[src/tcbr_pkg.sv]
// Shared constants, types and address decode for the buffered timer register set
package tcbr_pkg;

    localparam int unsigned TCBR_NUM_CHAN = 3;
    localparam int unsigned TCBR_ADDR_W = 6;

    // Byte offsets on the peripheral register bus
    localparam logic [5:0] TCBR_OFF_VALID = 6'h07;
    localparam logic [5:0] TCBR_OFF_FLAGS = 6'h0B;
    localparam logic [5:0] TCBR_OFF_TEMP = 6'h0F;
    localparam logic [5:0] TCBR_OFF_COUNT = 6'h20;
    localparam logic [5:0] TCBR_OFF_PER = 6'h26;
    localparam logic [5:0] TCBR_OFF_CMP_BASE = 6'h28;
    localparam logic [5:0] TCBR_OFF_CMP_STRIDE = 6'h02;
    localparam logic [5:0] TCBR_OFF_PBUF = 6'h36;
    localparam logic [5:0] TCBR_OFF_CBUF_BASE = 6'h38;
    localparam logic [5:0] TCBR_OFF_CBUF_STRIDE = 6'h01;
    localparam logic [5:0] TCBR_OFF_HIGH = 6'h01;

    // Field positions
    localparam int unsigned TCBR_FLAG_CMP_LSB = 4;
    localparam int unsigned TCBR_VALID_PER_BIT = 0;
    localparam int unsigned TCBR_VALID_CMP_LSB = 1;

    // Reset values
    localparam logic [7:0] TCBR_RST_TEMP = 8'h00;
    localparam logic [15:0] TCBR_RST_COUNT = 16'h0000;
    localparam logic [15:0] TCBR_RST_PER = 16'hFFFF;
    localparam logic [15:0] TCBR_RST_CMP = 16'h0000;
    localparam logic [15:0] TCBR_RST_PBUF = 16'hFFFF;
    localparam logic [15:0] TCBR_RST_CBUF = 16'h0000;

    typedef struct packed {
        logic wr;
        logic rd;
        logic [5:0] addr;
        logic [7:0] wdata;
    } tcbr_bus_req_type;

    typedef enum logic [3:0] {
        TCBR_T_NONE = 4'b0000,
        TCBR_T_TEMP = 4'b0001,
        TCBR_T_COUNT = 4'b0010,
        TCBR_T_PER = 4'b0011,
        TCBR_T_CMP = 4'b0100,
        TCBR_T_PBUF = 4'b0101,
        TCBR_T_CBUF = 4'b0110,
        TCBR_T_FLAGS = 4'b0111,
        TCBR_T_VALID = 4'b1000
    } tcbr_target_type;

    typedef struct packed {
        tcbr_target_type target;
        logic [1:0] chan;
        logic high;
    } tcbr_decode_type;

    // Byte address to register, channel and byte half; first match in channel order wins
    function automatic tcbr_decode_type tcbr_decode(input logic [5:0] addr);
        tcbr_decode_type d;
        logic found;
        d.target = TCBR_T_NONE;
        d.chan = 2'b00;
        d.high = 1'b0;
        found = 1'b0;
        if (addr == TCBR_OFF_TEMP) begin
            d.target = TCBR_T_TEMP;
            found = 1'b1;
        end else if (addr == TCBR_OFF_FLAGS) begin
            d.target = TCBR_T_FLAGS;
            found = 1'b1;
        end else if (addr == TCBR_OFF_VALID) begin
            d.target = TCBR_T_VALID;
            found = 1'b1;
        end else if (addr == TCBR_OFF_COUNT || addr == TCBR_OFF_COUNT + TCBR_OFF_HIGH) begin
            d.target = TCBR_T_COUNT;
            d.high = (addr != TCBR_OFF_COUNT);
            found = 1'b1;
        end else if (addr == TCBR_OFF_PER || addr == TCBR_OFF_PER + TCBR_OFF_HIGH) begin
            d.target = TCBR_T_PER;
            d.high = (addr != TCBR_OFF_PER);
            found = 1'b1;
        end else if (addr == TCBR_OFF_PBUF || addr == TCBR_OFF_PBUF + TCBR_OFF_HIGH) begin
            d.target = TCBR_T_PBUF;
            d.high = (addr != TCBR_OFF_PBUF);
            found = 1'b1;
        end
        for (int n = 0; n < TCBR_NUM_CHAN; n++) begin
            if (!found && addr == 6'(TCBR_OFF_CMP_BASE + n * TCBR_OFF_CMP_STRIDE)) begin
                d.target = TCBR_T_CMP;
                d.chan = 2'(n);
                found = 1'b1;
            end else if (!found && addr == 6'(TCBR_OFF_CMP_BASE + n * TCBR_OFF_CMP_STRIDE + TCBR_OFF_HIGH)) begin
                d.target = TCBR_T_CMP;
                d.chan = 2'(n);
                d.high = 1'b1;
                found = 1'b1;
            end
        end
        for (int n = 0; n < TCBR_NUM_CHAN; n++) begin
            if (!found && addr == 6'(TCBR_OFF_CBUF_BASE + n * TCBR_OFF_CBUF_STRIDE)) begin
                d.target = TCBR_T_CBUF;
                d.chan = 2'(n);
                found = 1'b1;
            end else if (!found && addr == 6'(TCBR_OFF_CBUF_BASE + n * TCBR_OFF_CBUF_STRIDE + TCBR_OFF_HIGH)) begin
                d.target = TCBR_T_CBUF;
                d.chan = 2'(n);
                d.high = 1'b1;
                found = 1'b1;
            end
        end
        return d;
    endfunction : tcbr_decode

endpackage : tcbr_pkg

[src/tcbr_timer_regs.sv]
// Buffered 16-bit timer register set with byte-wide access through a shared latch
// Functional notes
// - Shared read/write 8-bit byte latch register
// - Low byte at base, high byte next
// - Counter at 0x20, resets to zero
// - Period sets TOP except frequency mode
// - Three compare registers matched against counter
// - Update loads compare from its shadow
// - Period shadow write sets its valid flag
// - Compare shadow write sets channel valid flag
// - Match sets sticky flag; write one clears unless the channel matches in that cycle
`timescale 1ns/1ps
module tcbr_timer_regs #(
    parameter int unsigned NUM_CHAN = tcbr_pkg::TCBR_NUM_CHAN
) (
    input wire logic clk_i,
    input wire logic rst_b_i,
    input wire tcbr_pkg::tcbr_bus_req_type bus_i,
    input wire logic count_tick_i,
    input wire logic frequency_waveform_mode_i,
    output logic [7:0] rdata_o,
    output logic [15:0] count_value_o,
    output logic [NUM_CHAN-1:0] match_o,
    output logic [NUM_CHAN-1:0] match_flag_o,
    output logic update_o
);
    import tcbr_pkg::*;

    tcbr_decode_type dec;
    logic wr_lo;
    logic wr_hi;
    logic rd_lo;
    logic [15:0] wword;
    logic [15:0] sel16;
    logic [7:0] rd_next;

    logic [7:0] temp_q;
    logic [15:0] count_q;
    logic [7:0] rdata_q;
    logic update_q;

    logic [15:0] cycle_length;
    logic [15:0] cycle_length_shadow;
    logic cycle_length_shadow_valid;
    logic [15:0] match_value_n [NUM_CHAN];
    logic [15:0] match_value_shadow_n [NUM_CHAN];
    logic [NUM_CHAN-1:0] match_shadow_valid_n;
    logic [NUM_CHAN-1:0] match_q;
    logic [NUM_CHAN-1:0] flag_q;
    logic [NUM_CHAN-1:0] flag_clear;

    logic count_we;
    logic per_we;
    logic pbuf_we;
    logic [NUM_CHAN-1:0] cmp_we;
    logic [NUM_CHAN-1:0] cbuf_we;
    logic [15:0] top_value;
    logic at_top;
    logic update;
    logic [7:0] buffer_valid_control;
    logic [7:0] flag_byte;

    assign dec = tcbr_decode(bus_i.addr);

    assign wr_lo = bus_i.wr && !dec.high;
    assign wr_hi = bus_i.wr && dec.high;
    assign rd_lo = bus_i.rd && !bus_i.wr && !dec.high;

    // high byte commits latched low byte
    assign wword = {bus_i.wdata, temp_q};

    always_comb begin
        count_we = 1'b0;
        per_we = 1'b0;
        pbuf_we = 1'b0;
        cmp_we = '0;
        cbuf_we = '0;
        if (wr_hi) begin
            if (dec.target == TCBR_T_COUNT) begin
                count_we = 1'b1;
            end else if (dec.target == TCBR_T_PER) begin
                per_we = 1'b1;
            end else if (dec.target == TCBR_T_PBUF) begin
                pbuf_we = 1'b1;
            end else if (dec.target == TCBR_T_CMP) begin
                cmp_we[dec.chan] = 1'b1;
            end else if (dec.target == TCBR_T_CBUF) begin
                cbuf_we[dec.chan] = 1'b1;
            end
        end
    end

    // Selected 16-bit register for reads
    always_comb begin
        sel16 = 16'h0000;
        if (dec.target == TCBR_T_COUNT) begin
            sel16 = count_q;
        end else if (dec.target == TCBR_T_PER) begin
            sel16 = cycle_length;
        end else if (dec.target == TCBR_T_PBUF) begin
            sel16 = cycle_length_shadow;
        end else if (dec.target == TCBR_T_CMP) begin
            sel16 = match_value_n[dec.chan];
        end else if (dec.target == TCBR_T_CBUF) begin
            sel16 = match_value_shadow_n[dec.chan];
        end
    end

    always_ff @(posedge clk_i or negedge rst_b_i) begin
        if (!rst_b_i) begin
            temp_q <= TCBR_RST_TEMP;
        end else if (bus_i.wr && dec.target == TCBR_T_TEMP) begin
            temp_q <= bus_i.wdata;
        end else if (wr_lo && dec.target != TCBR_T_NONE && dec.target != TCBR_T_FLAGS
                     && dec.target != TCBR_T_VALID) begin
            temp_q <= bus_i.wdata;
        end else if (rd_lo && dec.target != TCBR_T_NONE && dec.target != TCBR_T_TEMP
                     && dec.target != TCBR_T_FLAGS && dec.target != TCBR_T_VALID) begin
            temp_q <= sel16[15:8];
        end
    end

    // TOP from period except frequency mode
    assign top_value = frequency_waveform_mode_i ? match_value_n[0] : cycle_length;
    assign at_top = (count_q == top_value);
    assign update = count_tick_i && at_top && !count_we;

    always_ff @(posedge clk_i or negedge rst_b_i) begin
        if (!rst_b_i) begin
            count_q <= TCBR_RST_COUNT;
        end else if (count_we) begin
            count_q <= wword;
        end else if (count_tick_i) begin
            if (at_top) begin
                count_q <= TCBR_RST_COUNT;
            end else begin
                count_q <= count_q + 16'h0001;
            end
        end
    end

    always_ff @(posedge clk_i or negedge rst_b_i) begin
        if (!rst_b_i) begin
            update_q <= 1'b0;
        end else begin
            update_q <= update;
        end
    end

    tcbr_buffered_reg #(
        .RESET_VALUE(TCBR_RST_PER),
        .RESET_SHADOW(TCBR_RST_PBUF),
        .GATE_BY_VALID(1'b1)
    ) u_period (
        .clk_i(clk_i),
        .rst_b_i(rst_b_i),
        .value_we_i(per_we),
        .shadow_we_i(pbuf_we),
        .wdata_i(wword),
        .update_i(update),
        .value_o(cycle_length),
        .shadow_o(cycle_length_shadow),
        .valid_o(cycle_length_shadow_valid)
    );

    assign flag_clear = (bus_i.wr && dec.target == TCBR_T_FLAGS)
                        ? bus_i.wdata[TCBR_FLAG_CMP_LSB +: NUM_CHAN] : '0;

    genvar g;
    generate
        for (g = 0; g < NUM_CHAN; g++) begin : gen_chan
            tcbr_buffered_reg #(
                .RESET_VALUE(TCBR_RST_CMP),
                .RESET_SHADOW(TCBR_RST_CBUF),
                .GATE_BY_VALID(1'b0)
            ) u_cmp (
                .clk_i(clk_i),
                .rst_b_i(rst_b_i),
                .value_we_i(cmp_we[g]),
                .shadow_we_i(cbuf_we[g]),
                .wdata_i(wword),
                .update_i(update),
                .value_o(match_value_n[g]),
                .shadow_o(match_value_shadow_n[g]),
                .valid_o(match_shadow_valid_n[g])
            );

            tcbr_match_flag u_match (
                .clk_i(clk_i),
                .rst_b_i(rst_b_i),
                .count_i(count_q),
                .value_i(match_value_n[g]),
                .clear_i(flag_clear[g]),
                .match_o(match_q[g]),
                .flag_o(flag_q[g])
            );
        end
    endgenerate

    // Status bytes seen by software
    always_comb begin
        buffer_valid_control = 8'h00;
        buffer_valid_control[TCBR_VALID_PER_BIT] = cycle_length_shadow_valid;
        buffer_valid_control[TCBR_VALID_CMP_LSB +: NUM_CHAN] = match_shadow_valid_n;
        flag_byte = 8'h00;
        flag_byte[TCBR_FLAG_CMP_LSB +: NUM_CHAN] = flag_q;
    end

    always_comb begin
        rd_next = 8'h00;
        if (dec.target == TCBR_T_TEMP) begin
            rd_next = temp_q;
        end else if (dec.target == TCBR_T_FLAGS) begin
            rd_next = flag_byte;
        end else if (dec.target == TCBR_T_VALID) begin
            rd_next = buffer_valid_control;
        end else if (dec.target != TCBR_T_NONE) begin
            rd_next = dec.high ? temp_q : sel16[7:0];
        end
    end

    always_ff @(posedge clk_i or negedge rst_b_i) begin
        if (!rst_b_i) begin
            rdata_q <= 8'h00;
        end else if (bus_i.rd) begin
            rdata_q <= rd_next;
        end
    end

    assign rdata_o = rdata_q;
    assign count_value_o = count_q;
    assign match_o = match_q;
    assign match_flag_o = flag_q;
    assign update_o = update_q;

endmodule : tcbr_timer_regs

[src/tcbr_buffered_reg.sv]
// Register with a shadow copy that is transferred on an update condition
`timescale 1ns/1ps
module tcbr_buffered_reg #(
    parameter logic [15:0] RESET_VALUE = 16'h0000,
    parameter logic [15:0] RESET_SHADOW = 16'h0000,
    parameter bit GATE_BY_VALID = 1'b1
) (
    input wire logic clk_i,
    input wire logic rst_b_i,
    input wire logic value_we_i,
    input wire logic shadow_we_i,
    input wire logic [15:0] wdata_i,
    input wire logic update_i,
    output logic [15:0] value_o,
    output logic [15:0] shadow_o,
    output logic valid_o
);
    import tcbr_pkg::*;

    logic [15:0] value_q;
    logic [15:0] shadow_q;
    logic valid_q;

    always_ff @(posedge clk_i or negedge rst_b_i) begin
        if (!rst_b_i) begin
            value_q <= RESET_VALUE;
        end else if (value_we_i) begin
            value_q <= wdata_i;
        end else if (update_i && (valid_q || !GATE_BY_VALID)) begin
            value_q <= shadow_q;
        end
    end

    always_ff @(posedge clk_i or negedge rst_b_i) begin
        if (!rst_b_i) begin
            shadow_q <= RESET_SHADOW;
        end else if (shadow_we_i) begin
            shadow_q <= wdata_i;
        end
    end

    always_ff @(posedge clk_i or negedge rst_b_i) begin
        if (!rst_b_i) begin
            valid_q <= 1'b0;
        end else if (shadow_we_i) begin
            valid_q <= 1'b1;
        end else if (update_i) begin
            valid_q <= 1'b0;
        end
    end

    assign value_o = value_q;
    assign shadow_o = shadow_q;
    assign valid_o = valid_q;

endmodule : tcbr_buffered_reg

[src/tcbr_match_flag.sv]
// Comparator with registered match output and sticky match flag
`timescale 1ns/1ps
module tcbr_match_flag (
    input wire logic clk_i,
    input wire logic rst_b_i,
    input wire logic [15:0] count_i,
    input wire logic [15:0] value_i,
    input wire logic clear_i,
    output logic match_o,
    output logic flag_o
);
    import tcbr_pkg::*;

    logic equal;
    logic match_q;
    logic flag_q;

    assign equal = (count_i == value_i);

    always_ff @(posedge clk_i or negedge rst_b_i) begin
        if (!rst_b_i) begin
            match_q <= 1'b0;
        end else begin
            match_q <= equal;
        end
    end

    always_ff @(posedge clk_i or negedge rst_b_i) begin
        if (!rst_b_i) begin
            flag_q <= 1'b0;
        end else if (equal) begin
            flag_q <= 1'b1;
        end else if (clear_i) begin
            flag_q <= 1'b0;
        end
    end

    assign match_o = match_q;
    assign flag_o = flag_q;

endmodule : tcbr_match_flag

[config.mk]
export PLATFORM = sky130hd
export DESIGN_NAME = tcbr_timer_regs
export DESIGN_NICKNAME = d
export VERILOG_FILES = /design/src/tcbr_pkg.sv /design/src/tcbr_timer_regs.sv /design/src/tcbr_buffered_reg.sv /design/src/tcbr_match_flag.sv
export SDC_FILE = /design/constraint.sdc
export NUM_CORES = 1
export LEC_CHECK = 0
export BUFFER_PORTS_ARGS = -buffer_cell sky130_fd_sc_hd__buf_2
export CAP_MARGIN = 20
export CORE_MARGIN = 2
export CORE_UTILIZATION = 40
export CTS_CLUSTER_SIZE = 16
export DETAILED_ROUTE_END_ITERATION = 10
export GPL_ROUTABILITY_DRIVEN = 0
export PLACE_DENSITY = 0.66
export SLEW_MARGIN = 15
export SYNTH_ARGS = -nofsm -noshare
export SYNTH_HDL_FRONTEND = slang
export SYNTH_HIERARCHICAL = 1
export SYNTH_SLANG_ARGS = --single-unit
export TNS_END_PERCENT = 20
[constraint.sdc]
create_clock -name clk_i -period 3.05 [get_ports clk_i]
set_clock_uncertainty 0.1 [all_clocks]
set_input_delay 0.61 -clock clk_i [delete_from_list [all_inputs] [get_ports clk_i]]
set_output_delay 0.61 -clock clk_i [all_outputs]
set_load 0.005 [all_outputs]
# --- Yosys cells after proc, flatten, opt, wreduce, memory -nomap -nowiden ---
# Index checks and enable logic that the tools add are counted.
classes:
  n_addsub: 1
  multipliers: 0
  div_mod_pow: 0
  order_cmp: 3
  n_eq_ne: 37
  n_shift: 0
  muxes: 113
  n_bitwise: 1
  reduce_logical: 55
ops:
  columns: ["cell", "count"]
  rows:
  - ["16-bit two-way mux", 21]
  - ["6-bit == test (second input constant)", 16]
  - ["16-bit binary-select mux with 2-bit select", 2]
  - ["16-bit == test", 4]
  - ["8-bit two-way mux", 8]
  - ["7-bit two-way mux", 8]
  - ["1-bit two-way mux", 49]
  - ["3-bit two-way mux", 15]
  - ["6-bit two-way mux", 6]
  - ["1-bit logical AND", 29]
  - ["2-bit nonzero test", 12]
  - ["6-bit inequality test (second input constant)", 3]
  - ["16-bit by 1-bit adder with 16-bit output (second input constant)", 1]
  - ["4-bit by 3-bit == test with 1-bit output (second input constant)", 4]
  - ["6-bit by 4-bit == test with 1-bit output (second input constant)", 2]
  - ["4-bit two-way mux", 3]
  - ["1-bit logical NOT", 9]
  - ["4-bit by 2-bit == test with 1-bit output (second input constant)", 2]
  - ["6-bit by 3-bit == test with 1-bit output (second input constant)", 1]
  - ["4-bit by 1-bit == test with 1-bit output (second input constant)", 1]
  - ["4-bit == test (second input constant)", 1]
  - ["4-bit by 1-bit inequality test with 1-bit output (second input constant)", 1]
  - ["4-bit by 3-bit inequality test with 1-bit output (second input constant)", 1]
  - ["4-bit inequality test (second input constant)", 1]
  - ["8 further kinds", 10]
totals:
  register_bits: 171
  latchBits: 0
  ram_bits: 0
  mem_bits_ro: 0
  in_bits: 20
  output_inout_bits: 31
  elab_cells: 232
  n_memories: 0

# --- Depth between registers and ports, before layout ---
# Gate-level depths: netlist (run 1).
depth:
  ltp_word: 46
  mapped_depth: 12
  ltp_nobuf: 8

# --- Cells and area by module ---
# Netlist (run 1), hierarchy kept.
by_module_without_submodules:
  columns: ["module", "instances", "cells_each", "area_per_inst_um2", "seq_area_each_um2"]
  rows:
  - ["tcbr_buffered_reg at gen_chan[0].u_cmp ...", 3, 106, 1426.4, 825.8]
  - ["tcbr_timer_regs", 1, 489, 3808.7, 825.8]
  - ["tcbr_buffered_reg at u_period", 1, 128, 1624.1, 865.8]
  - ["tcbr_match_flag", 3, 25, 239.0, 50.0]

# --- Least setup slack after synthesis (run 1) ---
# OpenSTA, ideal clock, no wires.
synth_path:
  path_kind: "input-to-reg"
  startpoint: "input port frequency_waveform_mode_i"
  endpoint: "register gen_chan[0].u_cmp.value_q[3]"
  setup_ns: 0.130
  arrival_time_ns: 2.991
  required_time_ns: 2.820
  slack_ns: -0.171
  stages: 12
  path_buffers: 5
  path_cell_list: "buf_6 buf_8 mux2i_1 xnor2_1 nor4_1 nand4_2 buf_6 nor3_1 buf_6 buf_12 mux2i_1 o21ai_1"
synth_between:
  elab_chain_cells: 5
synth_lines:
  columns: ["element", "line_no", "rtl"]
  rows:
  - ["from (decl)", "tcbr_timer_regs.sv:20", "input wire logic frequency_waveform_mode_i,"]
  - ["16-bit two-way mux", "tcbr_timer_regs.sv:124", "assign top_value = frequency_waveform_mode_i ? match_value_n[0] : cycle_length;"]
  - ["16-bit == test", "tcbr_timer_regs.sv:125", "assign at_top = (count_q == top_value);"]
  - ["1-bit logical AND (2 in a row)", "tcbr_timer_regs.sv:126", "assign update = count_tick_i && at_top && !count_we;"]
  - ["net update", "tcbr_timer_regs.sv:59", "logic update;"]
  - ["2-bit nonzero test (no source line)", null, null]
  - ["to (signal assigned)", "tcbr_buffered_reg.sv:28", "value_q <= wdata_i;"]
  - ["to (signal assigned)", "tcbr_buffered_reg.sv:30", "value_q <= shadow_q;"]
  - ["to (decl)", "tcbr_buffered_reg.sv:20", "logic [15:0] value_q;"]
# The timed path passes the listed nets, and every way through them passes these cells.
# A chain may end at the register's enable or synchronous reset.

# --- Final worst setup path (run 1) ---
layout_path:
  startpoint: "input port frequency_waveform_mode_i"
  endpoint: "register gen_chan[1].u_cmp.value_q[13]"
layout_between:
  elab_chain_cells: 5
layout_lines:
  columns: ["element", "line_no"]
  rows:
  - ["16-bit two-way mux", "tcbr_timer_regs.sv:124"]
  - ["16-bit == test", "tcbr_timer_regs.sv:125"]
  - ["1-bit logical AND (2 in a row)", "tcbr_timer_regs.sv:126"]
  - ["net update", "tcbr_timer_regs.sv:59"]
  - ["2-bit nonzero test (no source line)", null]
  - ["to (signal assigned)", "tcbr_buffered_reg.sv:28"]
  - ["to (signal assigned)", "tcbr_buffered_reg.sv:30"]
  - ["to (decl)", "tcbr_buffered_reg.sv:20"]
# The timed path passes the listed nets, and every way through them passes these cells.

==> results.md, run 1 <==
- The initial antenna violation count is 0.
- In the final routed layout, each cell accounts on average for 24.81 um.
- The signal on the critical path passes through buf_2, buf_12, mux2i_1, xnor2_1, nor4_1, nand4_2, nor3_4, buf_4, buf_12, mux2i_1, o21ai_0.
- The most used flip-flop cell after synthesis is dfrtp_1.
- The time the worst path needs with I/O delays and setup is 2691 ps.
- Synthesis produced a netlist whose cell count is 1,010.
- The H-tree was split into 4 levels.
- The vertical die dimension is 165.5 um.
- STA classifies the critical path startpoint as a primary input.
- For this run, the total global-route usage over all layers was measured as 26.26%.
- After synthesis, the cell types taking the most area are dfrtp_1 33%, dfstp_2 8.1%, mux2i_1 6.5%, xnor2_1 5.4%, mux2_2 4.2%.
- The tree is rooted in a clkbuf_16.
- The multi-input combinational cell area is 5498 sq um.
- The initial core utilization is 40.36%.
- Setup repair after global routing left no endpoint under its margin.
- The worst hold slack is 49.84 ps.
- The area overhead of the layout relative to synthesis is 14.49%.
- The floorplan step defined a core boundary enclosing 25,840 sq um.
- The full die area is 27,380 sq um.
- TritonCTS created 17 clock buffers.
- The largest total area in the synthesized netlist belongs to dfrtp_1.
- The number of gates given a new drive strength after cts is 0.
- The most instantiated library cell after synthesis is dfrtp_1.
- The post-synthesis async set-or-reset flop share is 100.0%.
- STA classifies the critical path endpoint as a flip-flop.
- 0 antenna diodes ended up in the layout.
- The mean instance size in the synthesized netlist is 10.33 sq um.
- Data on the critical path is required at its endpoint by 3270 ps.
- No sink is reached through more buffers than the 2 on the longest clock path.
- The remaining design rule violation count is 0.
- The number of global-route vias before repair is 8,729.
- Once placement finished, the instance area stood at 11,330 sq um.
- The count of boundary I/O pins is 51.
- Cells fill 46.21% of the core in the end.
- Once detail routing completed, the nets flagged for antenna violations numbered 0.
- The share of the clock period used by the worst path is 88.23%.
- The number of flip-flops and latches in the synthesized netlist is 171.
- After layout, the design draws a total of 7107 uW.
- The standby leakage power is 0.004841 uW.
- The flow ran to the end, and the final reports show no timing, DRC or antenna violations.
- The final hold violation count is 0.
- The transition time of the tightest slew-check pin is 662.1 ps.
- Power spread over the standard cell area amounts to 595.2 nW/um^2.
- Summing all flip-flop and latch instances after layout gives 4319 sq um.
- The cell with the largest stage delay on the worst path is nor4_1.
- The number of filler instances in the final layout is 2,357.
- Of the post-synthesis cell area, the dominant cell type holds 33.35%.
- The instance count after placement with tap cells included is 1,388.
- The path class of the tightest hold or removal check is primary input to asynchronous set/reset pin.
- After synthesis, flip-flops and latches occupy 41.42% of the total area.
- The number of distinct library cells after synthesis is 70.
- Once the clock tree was built, the setup fixing pass inserted 0 buffers.
- The data arrival time of the critical path is 2910 ps.
- IR analysis of the VDD net gives a maximum drop of 433.9 uV.
- Using the TritonRoute via totals, the vias-per-cell ratio works out to 6.359.
- The total overflow left after global routing is 0.
- The critical path contains buffers and inverters numbering 4 combined.
- For this block, the routed nets add up to 35,230 um of wire.
- The sink count of the clock tree is 171.
- The remaining max-slew budget at the tightest pin is 55.49%.
- Setup violations remaining at the end of the flow were counted as 0.
- The commonest cells after synthesis are 139 x dfrtp_1, 101 x nand2_1, 68 x mux2i_1.
- The final max-slew violation count is 0.
- The type of the setup path with the least slack is primary input to flip-flop.
- In the final design database the tool counted 1,093 nets.
- The finished layout holds 1,420 standard cells, fillers aside.
- The clock-pin slew on the worst setup and hold paths is 70 ps.
- Measured along the x axis, the die boundary spans 165.5 um.
- The post-cts hold buffer count is 0.
- The synthesized design contains 0 enable-type register cells.
- The clock latency at the later pin of the worst-skew pair is 450 ps.
- The first routing iteration left 1,210 violations.
- The wire-length estimate of the detail-placed layout is 24,520 um.
- The first TritonRoute pass finished after 8 iterations.
- On the worst path, the slowest cell contributes a delay of 370 ps.
- Timing would allow up to 371.6 MHz.
- The number of buffers added on ports is 50.
- The count of warnings emitted by yosys is 6.
- Row generation in the floorplan step produced 59 rows.
- The CTS tree is yes.
- The net count after synthesis is 1,031.
- The biggest fanout along the worst timing path is 16.
- The maximum number of pins on one net before global-route repair is 61.
- Grouping stages by cell kind, the critical path spends the most delay in simple AND/OR/NAND/NOR gates.
- The final instance area is 11,940 sq um.
- The summed instance area of the synthesized netlist is 10,430 sq um.
- Across all layers, the routed design uses 9,030 vias.
- The ratio of cells with drive above 1 in the final layout is 27.37%.
- The max-capacitance violation count is 0.
- The first global-routing pass estimated 53,410 um of wire.
## kinds of logic (layout without fill, tap and decap cells)
family,Yosys count,in the layout,synth area share (%)
simple gates,301,301,14.91
compound gates,230,230,17.22
flops,171,171,41.42
mux,134,134,14.63
buf+inv,109,184,6.335
xor+xnor,64,64,5.375
fa+ha+maj,1,1,0.1200
## layout by cell type (no fill, tap or decap), types with 10 or more instances in the layout
cell type | netlist | final
dfrtp_1 | 139 | 139
nand2_1 | 101 | 101
mux2i_1 | 68 | 68
xnor2_1 | 64 | 64
buf_4 | 3 | 52
buf_2 | 27 | 49
nor2_1 | 48 | 47
mux2_2 | 39 | 39
o21ai_0 | 36 | 36
nand3_1 | 34 | 34
inv_1 | 33 | 33
dfstp_2 | 32 | 32
o21ai_1 | 29 | 29
mux2_4 | 27 | 27
a222oi_1 | 25 | 25
nand4b_1 | 17 | 17
clkbuf_16 | 0 | 17
a21oi_1 | 16 | 16
buf_12 | 6 | 16
nand4_1 | 15 | 15
nor3_1 | 20 | 13
and2_1 | 11 | 11
nand2b_1 | 11 | 11
o211ai_2 | 11 | 11
a21o_1 | 10 | 10
o221ai_1 | 10 | 10
o22ai_1 | 10 | 10
a22oi_1 | 10 | 10
o311ai_2 | 10 | 10
## final cells by class
type / count / share of cell area [%]
Clock buffer: 24 / 4.202
Timing Repair Buffer: 118 / 8.100
Multi-Input combinational cell: 730 / 46.04
Tap cell: 335 / 3.510
Clock inverter: 8 / 0.9012
Sequential cell: 171 / 36.17
Inverter: 34 / 1.069
## through the flow
stage	worst slack (ps)	TNS (ps)
floorplan	47.86	0
global placement	55.69	0
detailed placement	-35.71	-105.0
CTS	403.9	0
global route	282.5	0
finish	359.0	0
## power by group
part	switching, uW	internal [uW]	total (uW)	leakage, uW
clock network	970	1320	2290	0.000297
logic	1040	863	1910	0.00238
registers	395	2510	2910	0.00217
total	2410	4700	7110	0.00484
## path summary, 6_finish.rpt
kind | start | to | slack [ps] | cells after the start
worst max-delay path | frequency_waveform_mode_i | gen_chan[1].u_cmp/value_o[13] | 360 | 11
worst max register to register | gen_chan[0].u_cmp/value_o[2] | gen_chan[1].u_cmp/value_o[13] | 370 | 9
max in group asynchronous | rst_b_i | u_period/shadow_o[14] | 1990 | 2
min in group clk_i | gen_chan[0].u_cmp/valid_o | gen_chan[0].u_cmp/valid_o | 380 | 1
worst min register to register | gen_chan[0].u_cmp/valid_o | gen_chan[0].u_cmp/valid_o | 380 | 1
worst min-delay path | rst_b_i | gen_chan[1].u_cmp/shadow_o[10] | 50 | 1
## layer usage
| metal | up-vias | GRT usage [%] | part of all wire (%) |
|---|---|---|---|
| li1 | 3857 | - | - |
| met1 | 4478 | 36.38 | 42 |
| met2 | 576 | 40.17 | 44 |
| met3 | 119 | 4.396 | 9.1 |
| met4 | 0 | 12.15 | 5.2 |
| met5 | - | 0 | 0 |
## worst reg2reg max path, stage by stage, from the launching register on
cell	delay, ps
dfrtp_1	460
mux2i_1	330
xnor2_1	140
nor4_1	370
nand4_2	210
nor3_4	230
buf_4	220
buf_12	180
mux2i_1	210
o21ai_0	100
## registers in the layout (all words and copies together) (netlist names)
register and count:
gen_chan.u_cmp/shadow_o 48, gen_chan.u_cmp/value_o 48, count_value_o 16, u_period/shadow_o 16, u_period/value_o 16, rdata_o 8
temp_q 8, gen_chan.u_cmp/valid_o 3, gen_chan.u_match/flag_o 3, gen_chan.u_match/match_o 3, u_period/valid_o 1, update_o 1
(Power assumes the default switching activity.)
==> inputs of run 2 (changes only) <==
Settings changed: CTS_BUF_LIST set to sky130_fd_sc_hd__clkbuf_8.
==> results.md, run 2 (synthesis gave the netlist of run 1 again) <==
- Run status: completed (unchanged).
- The top achievable clock speed was 375.9 MHz (was 371.6 MHz).
- The number of search-and-repair iterations in the first detailed-routing pass is 8 (unchanged).
- The max-capacitance violation count is 0 (unchanged).
- The standby leakage power was 0.004762 uW (was 0.004841 uW).
- The worst min-delay path category is primary input to asynchronous set/reset pin (unchanged).
- Most used cells in the layout excluding fill and tap cells: 139 x dfrtp_1, 101 x nand2_1, 68 x mux2i_1, 64 x xnor2_1, 52 x buf_4 (unchanged).
- The total number of vias was 8,907 (was 9,030).
- The level count of the clock H-tree was 4 (unchanged).
- The maximum buffer depth of the clock tree is 2 (unchanged).
- The clock latency at the later pin of the worst-skew pair is 480 ps (was 450 ps).
- The row count came to 59 (unchanged).
- The die extent in x came to 165.5 um (unchanged).
- The endpoint kind of the worst setup timing path is a flip-flop (unchanged).
- The placeable core region was 25,840 sq um (unchanged).
- The vertical die dimension is 165.5 um (unchanged).
- The CTS tree is yes (unchanged).
- The clock-pin slew on the worst setup and hold paths is 90 ps (was 70 ps).
- The number of nets with antenna violations after detailed routing is 0 (unchanged).
- The full die area is 27,380 sq um (unchanged).
- The initial antenna violation count is 0 (unchanged).
- The overall fraction of global-route tracks in use is 25.94% (was 26.26%).
- The count of boundary I/O pins is 51 (unchanged).
- The launch point of the worst reg-to-reg path is gen_chan[0].u_cmp/value_o[2] (unchanged).
- The maximum vdd ir drop was 418.9 uV (was 433.9 uV).
- The required time at the worst-slack endpoint came to 3290 ps (was 3270 ps).
- The final global-route overflow total is 0 (unchanged).
- The power per unit of standard cell area is 554.9 nW/um^2 (was 595.2 nW/um^2).
- The area overhead of the layout relative to synthesis was 12.66% (was 14.49%).
- The setup TNS is 0 ps (unchanged).
- The detailed-route wire length is 34,720 um (was 35,230 um).
- The post-CTS repair timing setup buffer count was 0 (unchanged).
- The number of buffers added on ports is 50 (unchanged).
- The setup slack of the most critical reg-to-reg path is 390 ps (was 370 ps).
- The first-pass GRT wire length is 52,810 um (was 53,410 um).
- The post-cts hold buffer count is 0 (unchanged).
- The most frequent standard cell in the layout excluding fill and tap cells is dfrtp_1 (unchanged).
- The worst hold slack is 31.88 ps (was 49.84 ps).
- The capture point of the worst reg-to-reg path is gen_chan[1].u_cmp/value_o[13] (unchanged).
- The type of the setup path with the least slack is flip-flop to flip-flop (was primary input to flip-flop).
- The number of failing setup endpoints in the final timing report is 0 (unchanged).
- The buffer cell driving the clock tree root is clkbuf_8 (was clkbuf_16).
- The transition time of the tightest slew-check pin came to 661.0 ps (was 662.1 ps).
- The remaining design rule violation count is 0 (unchanged).
- The number of gates given a new drive strength after cts was 0 (unchanged).
- The sort of element at the start of the critical path is a flip-flop (was primary input).
- The sum of net half-perimeters after detailed placement is 24,520 um (unchanged).
- The number of design-rule violations left by the first detailed-router iteration is 1,180 (was 1,210).
- The share of the clock period used by the worst path came to 87.22% (was 88.23%).
- The final max-slew violation count is 0 (unchanged).
- The depth of the worst register-to-register path was 9 (unchanged).
- The clock buffer count from CTS is 17 (unchanged).
- RSZ-0062 raised after global routing: false (unchanged).
- The remaining max-slew budget at the tightest pin is 55.57% (was 55.49%).
- The count of inserted antenna diode cells was 0 (unchanged).
- The wire length per cell is 24.45 um (was 24.81 um).
- The post-detailed-route via-to-cell ratio is 6.273 (was 6.359).
- The utilization after layout was 45.47% (was 46.21%).
- The initial core utilization is 40.36% (unchanged).
- The sink count of the clock tree is 171 (unchanged).
- The data arrival time of the critical path was 2900 ps (was 2910 ps).
- The number of nets in the layout is 1,093 (unchanged).
- The final hold violation count is 0 (unchanged).
- The launch point of the critical path was gen_chan[0].u_cmp/value_o[2] (was frequency_waveform_mode_i).
- The biggest fanout along the worst timing path is 15 (was 16).
- The maximum number of pins on one net before global-route repair is 61 (unchanged).
- The time the worst path needs with I/O delays and setup came to 2660 ps (was 2691 ps).
- The number of global-route vias before repair is 8,665 (was 8,729).
- The ratio of cells with drive above 1 in the final layout came to 27.37% (unchanged).
==> run 2: cell types whose count changed in the layout (fill, tap and decap cells not counted) <==
cell / delta
inv_1: +2
clkbuf_16: -17
clkbuf_8: +17
clkbuf_1: -2
==> run 2: cell type report <==
type,instances,area [sq um]
multi-input cells,730,5498
flip-flops and latches,171,4319
fillers,2386,14090
inverters,34,127.6
clock inverters,10,115.1
clock buffers,22,302.8
repair buffers,118,967.2
well taps,335,419.2
==> run 2: power by group <==
group	switching [uW]	internal, uW
Clock	880	839
Sequential	396	2510
Combinational	1030	863
==> run 2: critical path: stages (launching register included) <==
cell and delay (ps):
dfrtp_1 470, mux2i_1 320, xnor2_1 130, nor4_1 370
nand4_2 210, nor3_4 230, buf_4 220, buf_12 170
mux2i_1 210, o21ai_0 100
==> run 2: how the worst max path moves through the flow <==
stage	end	slack (ps)	cells after the start
after floorplan	gen_chan[0].u_cmp/value_o[3]	50	12
after global placement	gen_chan[2].u_cmp/value_o[13]	60	11
after global routing	gen_chan[0].u_cmp/value_o[14]	300	9
final	gen_chan[1].u_cmp/value_o[13]	390	9
after CTS	gen_chan[1].u_cmp/value_o[13]	420	9
after detailed placement	gen_chan[1].u_cmp/value_o[13]	-40	11
==> run 2: stage by stage <==
step                      setup WS [ps]  instance area (sq um)  instances  total power, uW
after floorplan                   47.86                  10430       1010             3993
after global placement            55.69                  11330       1388             4750
after detailed placement         -35.71                  11330       1388             4782
after CTS                         421.5                  11750       1420             6494
after global routing              304.9                  11750       1420             6798
final                             389.7                  11750       1420             6519
==> run 2: routing by layer <==
layer  GRT usage (%)  wire (um)
met4           11.68       1488
met3           5.220       3256
met5               0          0
met1           35.64      14530
met2           39.53      15450
==> inputs of run 3 (changes only) <==
Settings changed: CORE_ASPECT_RATIO set to 1.5.
==> results.md, run 3 (synthesis gave the netlist of run 1 again) <==
- Run status: completed (unchanged).
- The final hold violation count is 0 (unchanged).
- The number of global-route vias before repair came to 8,941 (was 8,665).
- The time the worst path needs with I/O delays and setup is 2601 ps (was 2660 ps).
- The number of design-rule violations left by the first detailed-router iteration is 1,060 (was 1,180).
- The total number of vias is 8,885 (was 8,907).
- The initial antenna violation count was 1 (was 0).
- The top achievable clock speed was 384.5 MHz (was 375.9 MHz).
- The number of nets in the layout was 1,105 (was 1,093).
- The number of nets with antenna violations after detailed routing was 0 (unchanged).
- The wire length per cell was 24.57 um (was 24.45 um).
- The remaining design rule violation count is 0 (unchanged).
- The number of filler instances in the final layout is 2,387 (was 2,386).
- The detailed-route wire length was 35,160 um (was 34,720 um).
- The full die area is 27,410 sq um (was 27,380 sq um).
- The setup slack of the most critical reg-to-reg path is 450 ps (was 390 ps).
- The vertical die dimension was 201.8 um (was 165.5 um).
- The final global-route overflow total is 0 (unchanged).
- The post-cts hold buffer count is 0 (unchanged).
- The share of the clock period used by the worst path is 85.28% (was 87.22%).
- The area overhead of the layout relative to synthesis came to 13.89% (was 12.66%).
- The standby leakage power is 0.004838 uW (was 0.004762 uW).
- The power per unit of standard cell area is 569.8 nW/um^2 (was 554.9 nW/um^2).
- The number of search-and-repair iterations in the first detailed-routing pass is 9 (was 8).
- The number of failing setup endpoints in the final timing report is 0 (unchanged).
- The overall fraction of global-route tracks in use is 26.36% (was 25.94%).
- The multi-input combinational cell area is 5498 sq um (unchanged).
- The post-detailed-route via-to-cell ratio was 6.209 (was 6.273).
- The buffer cell driving the clock tree root is clkbuf_8 (unchanged).
- The ratio of cells with drive above 1 in the final layout came to 28.17% (was 27.37%).
- The final max-slew violation count is 0 (unchanged).
- The transition time of the tightest slew-check pin came to 695.3 ps (was 661.0 ps).
- The maximum buffer depth of the clock tree is 2 (unchanged).
- The required time at the worst-slack endpoint came to 3330 ps (was 3290 ps).
- The max-capacitance violation count is 0 (unchanged).
- The clock latency at the later pin of the worst-skew pair is 510 ps (was 480 ps).
- The number of buffers added on ports is 50 (unchanged).
- The CTS tree was yes (unchanged).
- The worst min-delay path category is primary input to asynchronous set/reset pin (unchanged).
- Most used cells in the layout excluding fill and tap cells: 139 x dfrtp_1, 101 x nand2_1, 68 x mux2i_1, 65 x buf_4, 64 x xnor2_1 (was 139 x dfrtp_1, 101 x nand2_1, 68 x mux2i_1, 64 x xnor2_1, 52 x buf_4).
- The count of boundary I/O pins is 51 (unchanged).
- The post-CTS repair timing setup buffer count is 0 (unchanged).
- The initial core utilization is 40.62% (was 40.36%).
- The final instance area came to 11,880 sq um (was 11,750 sq um).
- The endpoint kind of the worst setup timing path is a flip-flop (unchanged).
- The sink count of the clock tree is 171 (unchanged).
- The maximum vdd ir drop is 341.2 uV (was 418.9 uV).
- The data arrival time of the critical path is 2880 ps (was 2900 ps).
- The remaining max-slew budget at the tightest pin was 53.65% (was 55.57%).
- The die extent in x is 135.8 um (was 165.5 um).
- The level count of the clock H-tree came to 4 (unchanged).
- The placeable core region came to 25,670 sq um (was 25,840 sq um).
- RSZ-0062 raised after global routing: false (unchanged).
- The most frequent standard cell in the layout excluding fill and tap cells is dfrtp_1 (unchanged).
- The clock buffer count from CTS came to 17 (unchanged).
- The clock-pin slew on the worst setup and hold paths is 90 ps (about the same).
- The maximum number of pins on one net before global-route repair is 72 (was 61).
- The sort of element at the start of the critical path is a flip-flop (unchanged).
- The row count is 72 (was 59).
- The sequential standard cell area is 4319 sq um (unchanged).
- The first-pass GRT wire length is 53,850 um (was 52,810 um).
- The placed cell area is 11,410 sq um (was 11,330 sq um).
- The utilization after layout came to 46.26% (was 45.47%).
- The type of the setup path with the least slack is flip-flop to flip-flop (unchanged).
- The number of gates given a new drive strength after cts is 0 (unchanged).
- The sum of net half-perimeters after detailed placement is 25,120 um (was 24,520 um).
- The biggest fanout along the worst timing path is 17 (was 15).
## run 3: final cells by class
class	count	share of cell area, %
timing repair buffer	130	8.796
clock inverter	12	1.633
sequential	171	36.36
clock buffer	20	2.318
antenna	1	0.02107
inverter	34	1.074
multi-input combinational	730	46.29
tap	333	3.508
## run 3: critical path, cell delays in order, from the launching register on
cell,delay (ps)
dfstp_2,590
mux2i_1,150
xnor2_1,160
nor4_1,400
nand4_2,210
nor3_4,200
buf_4,340
mux2i_1,230
o21ai_0,90
## run 3: metal layers
layer / GRT usage [%] / vias to the layer above / part of all wire [%] / wire, um
li1: - / 3879 / - / -
met4: 18.82 / 0 / 7.3 / 2551
met2: 42.77 / 443 / 48 / 17030
met1: 30.86 / 4410 / 37 / 13140
met3: 5.089 / 153 / 6.9 / 2430
met5: 0 / - / 0 / 0
## run 3: path summary, 6_finish.rpt
kind | end | from | cells after the start
max in group asynchronous | u_period/value_o[0] | rst_b_i | 2
min in group clk_i | count_value_o[1] | count_tick_i | 3
hold reg to reg | gen_chan[2].u_cmp/valid_o | gen_chan[2].u_cmp/valid_o | 1
setup / recovery | gen_chan[1].u_cmp/value_o[14] | u_period/value_o[2] | 8
hold / removal | gen_chan[1].u_cmp/value_o[11] | rst_b_i | 1
setup reg to reg | gen_chan[1].u_cmp/value_o[14] | u_period/value_o[2] | 8
## run 3: power by group
| group | switching (uW) | internal (uW) | leakage, uW |
|---|---|---|---|
| Sequential | 371 | 2510 | 0.00217 |
| Clock | 872 | 1030 | 0.000234 |
| Combinational | 1110 | 874 | 0.00244 |
| Total | 2350 | 4420 | 0.00484 |
## run 3: stage by stage
step | TNS [ps] | cells | hold WS (ps) | setup WS, ps | power [uW]
5_1_grt | 0 | 1431 | 64.07 | 279.3 | 7034
4_1_cts | 0 | 1430 | 29.31 | 467.1 | 6744
2_1_floorplan | 0 | 1010 | 214.4 | 47.86 | 3993
6_report | 0 | 1431 | 14.69 | 449.1 | 6768
3_3_place_gp | -8.875 | 1398 | 369.0 | -8.875 | 4817
3_5_place_dp | -186.7 | 1398 | 370.8 | -26.12 | 4846
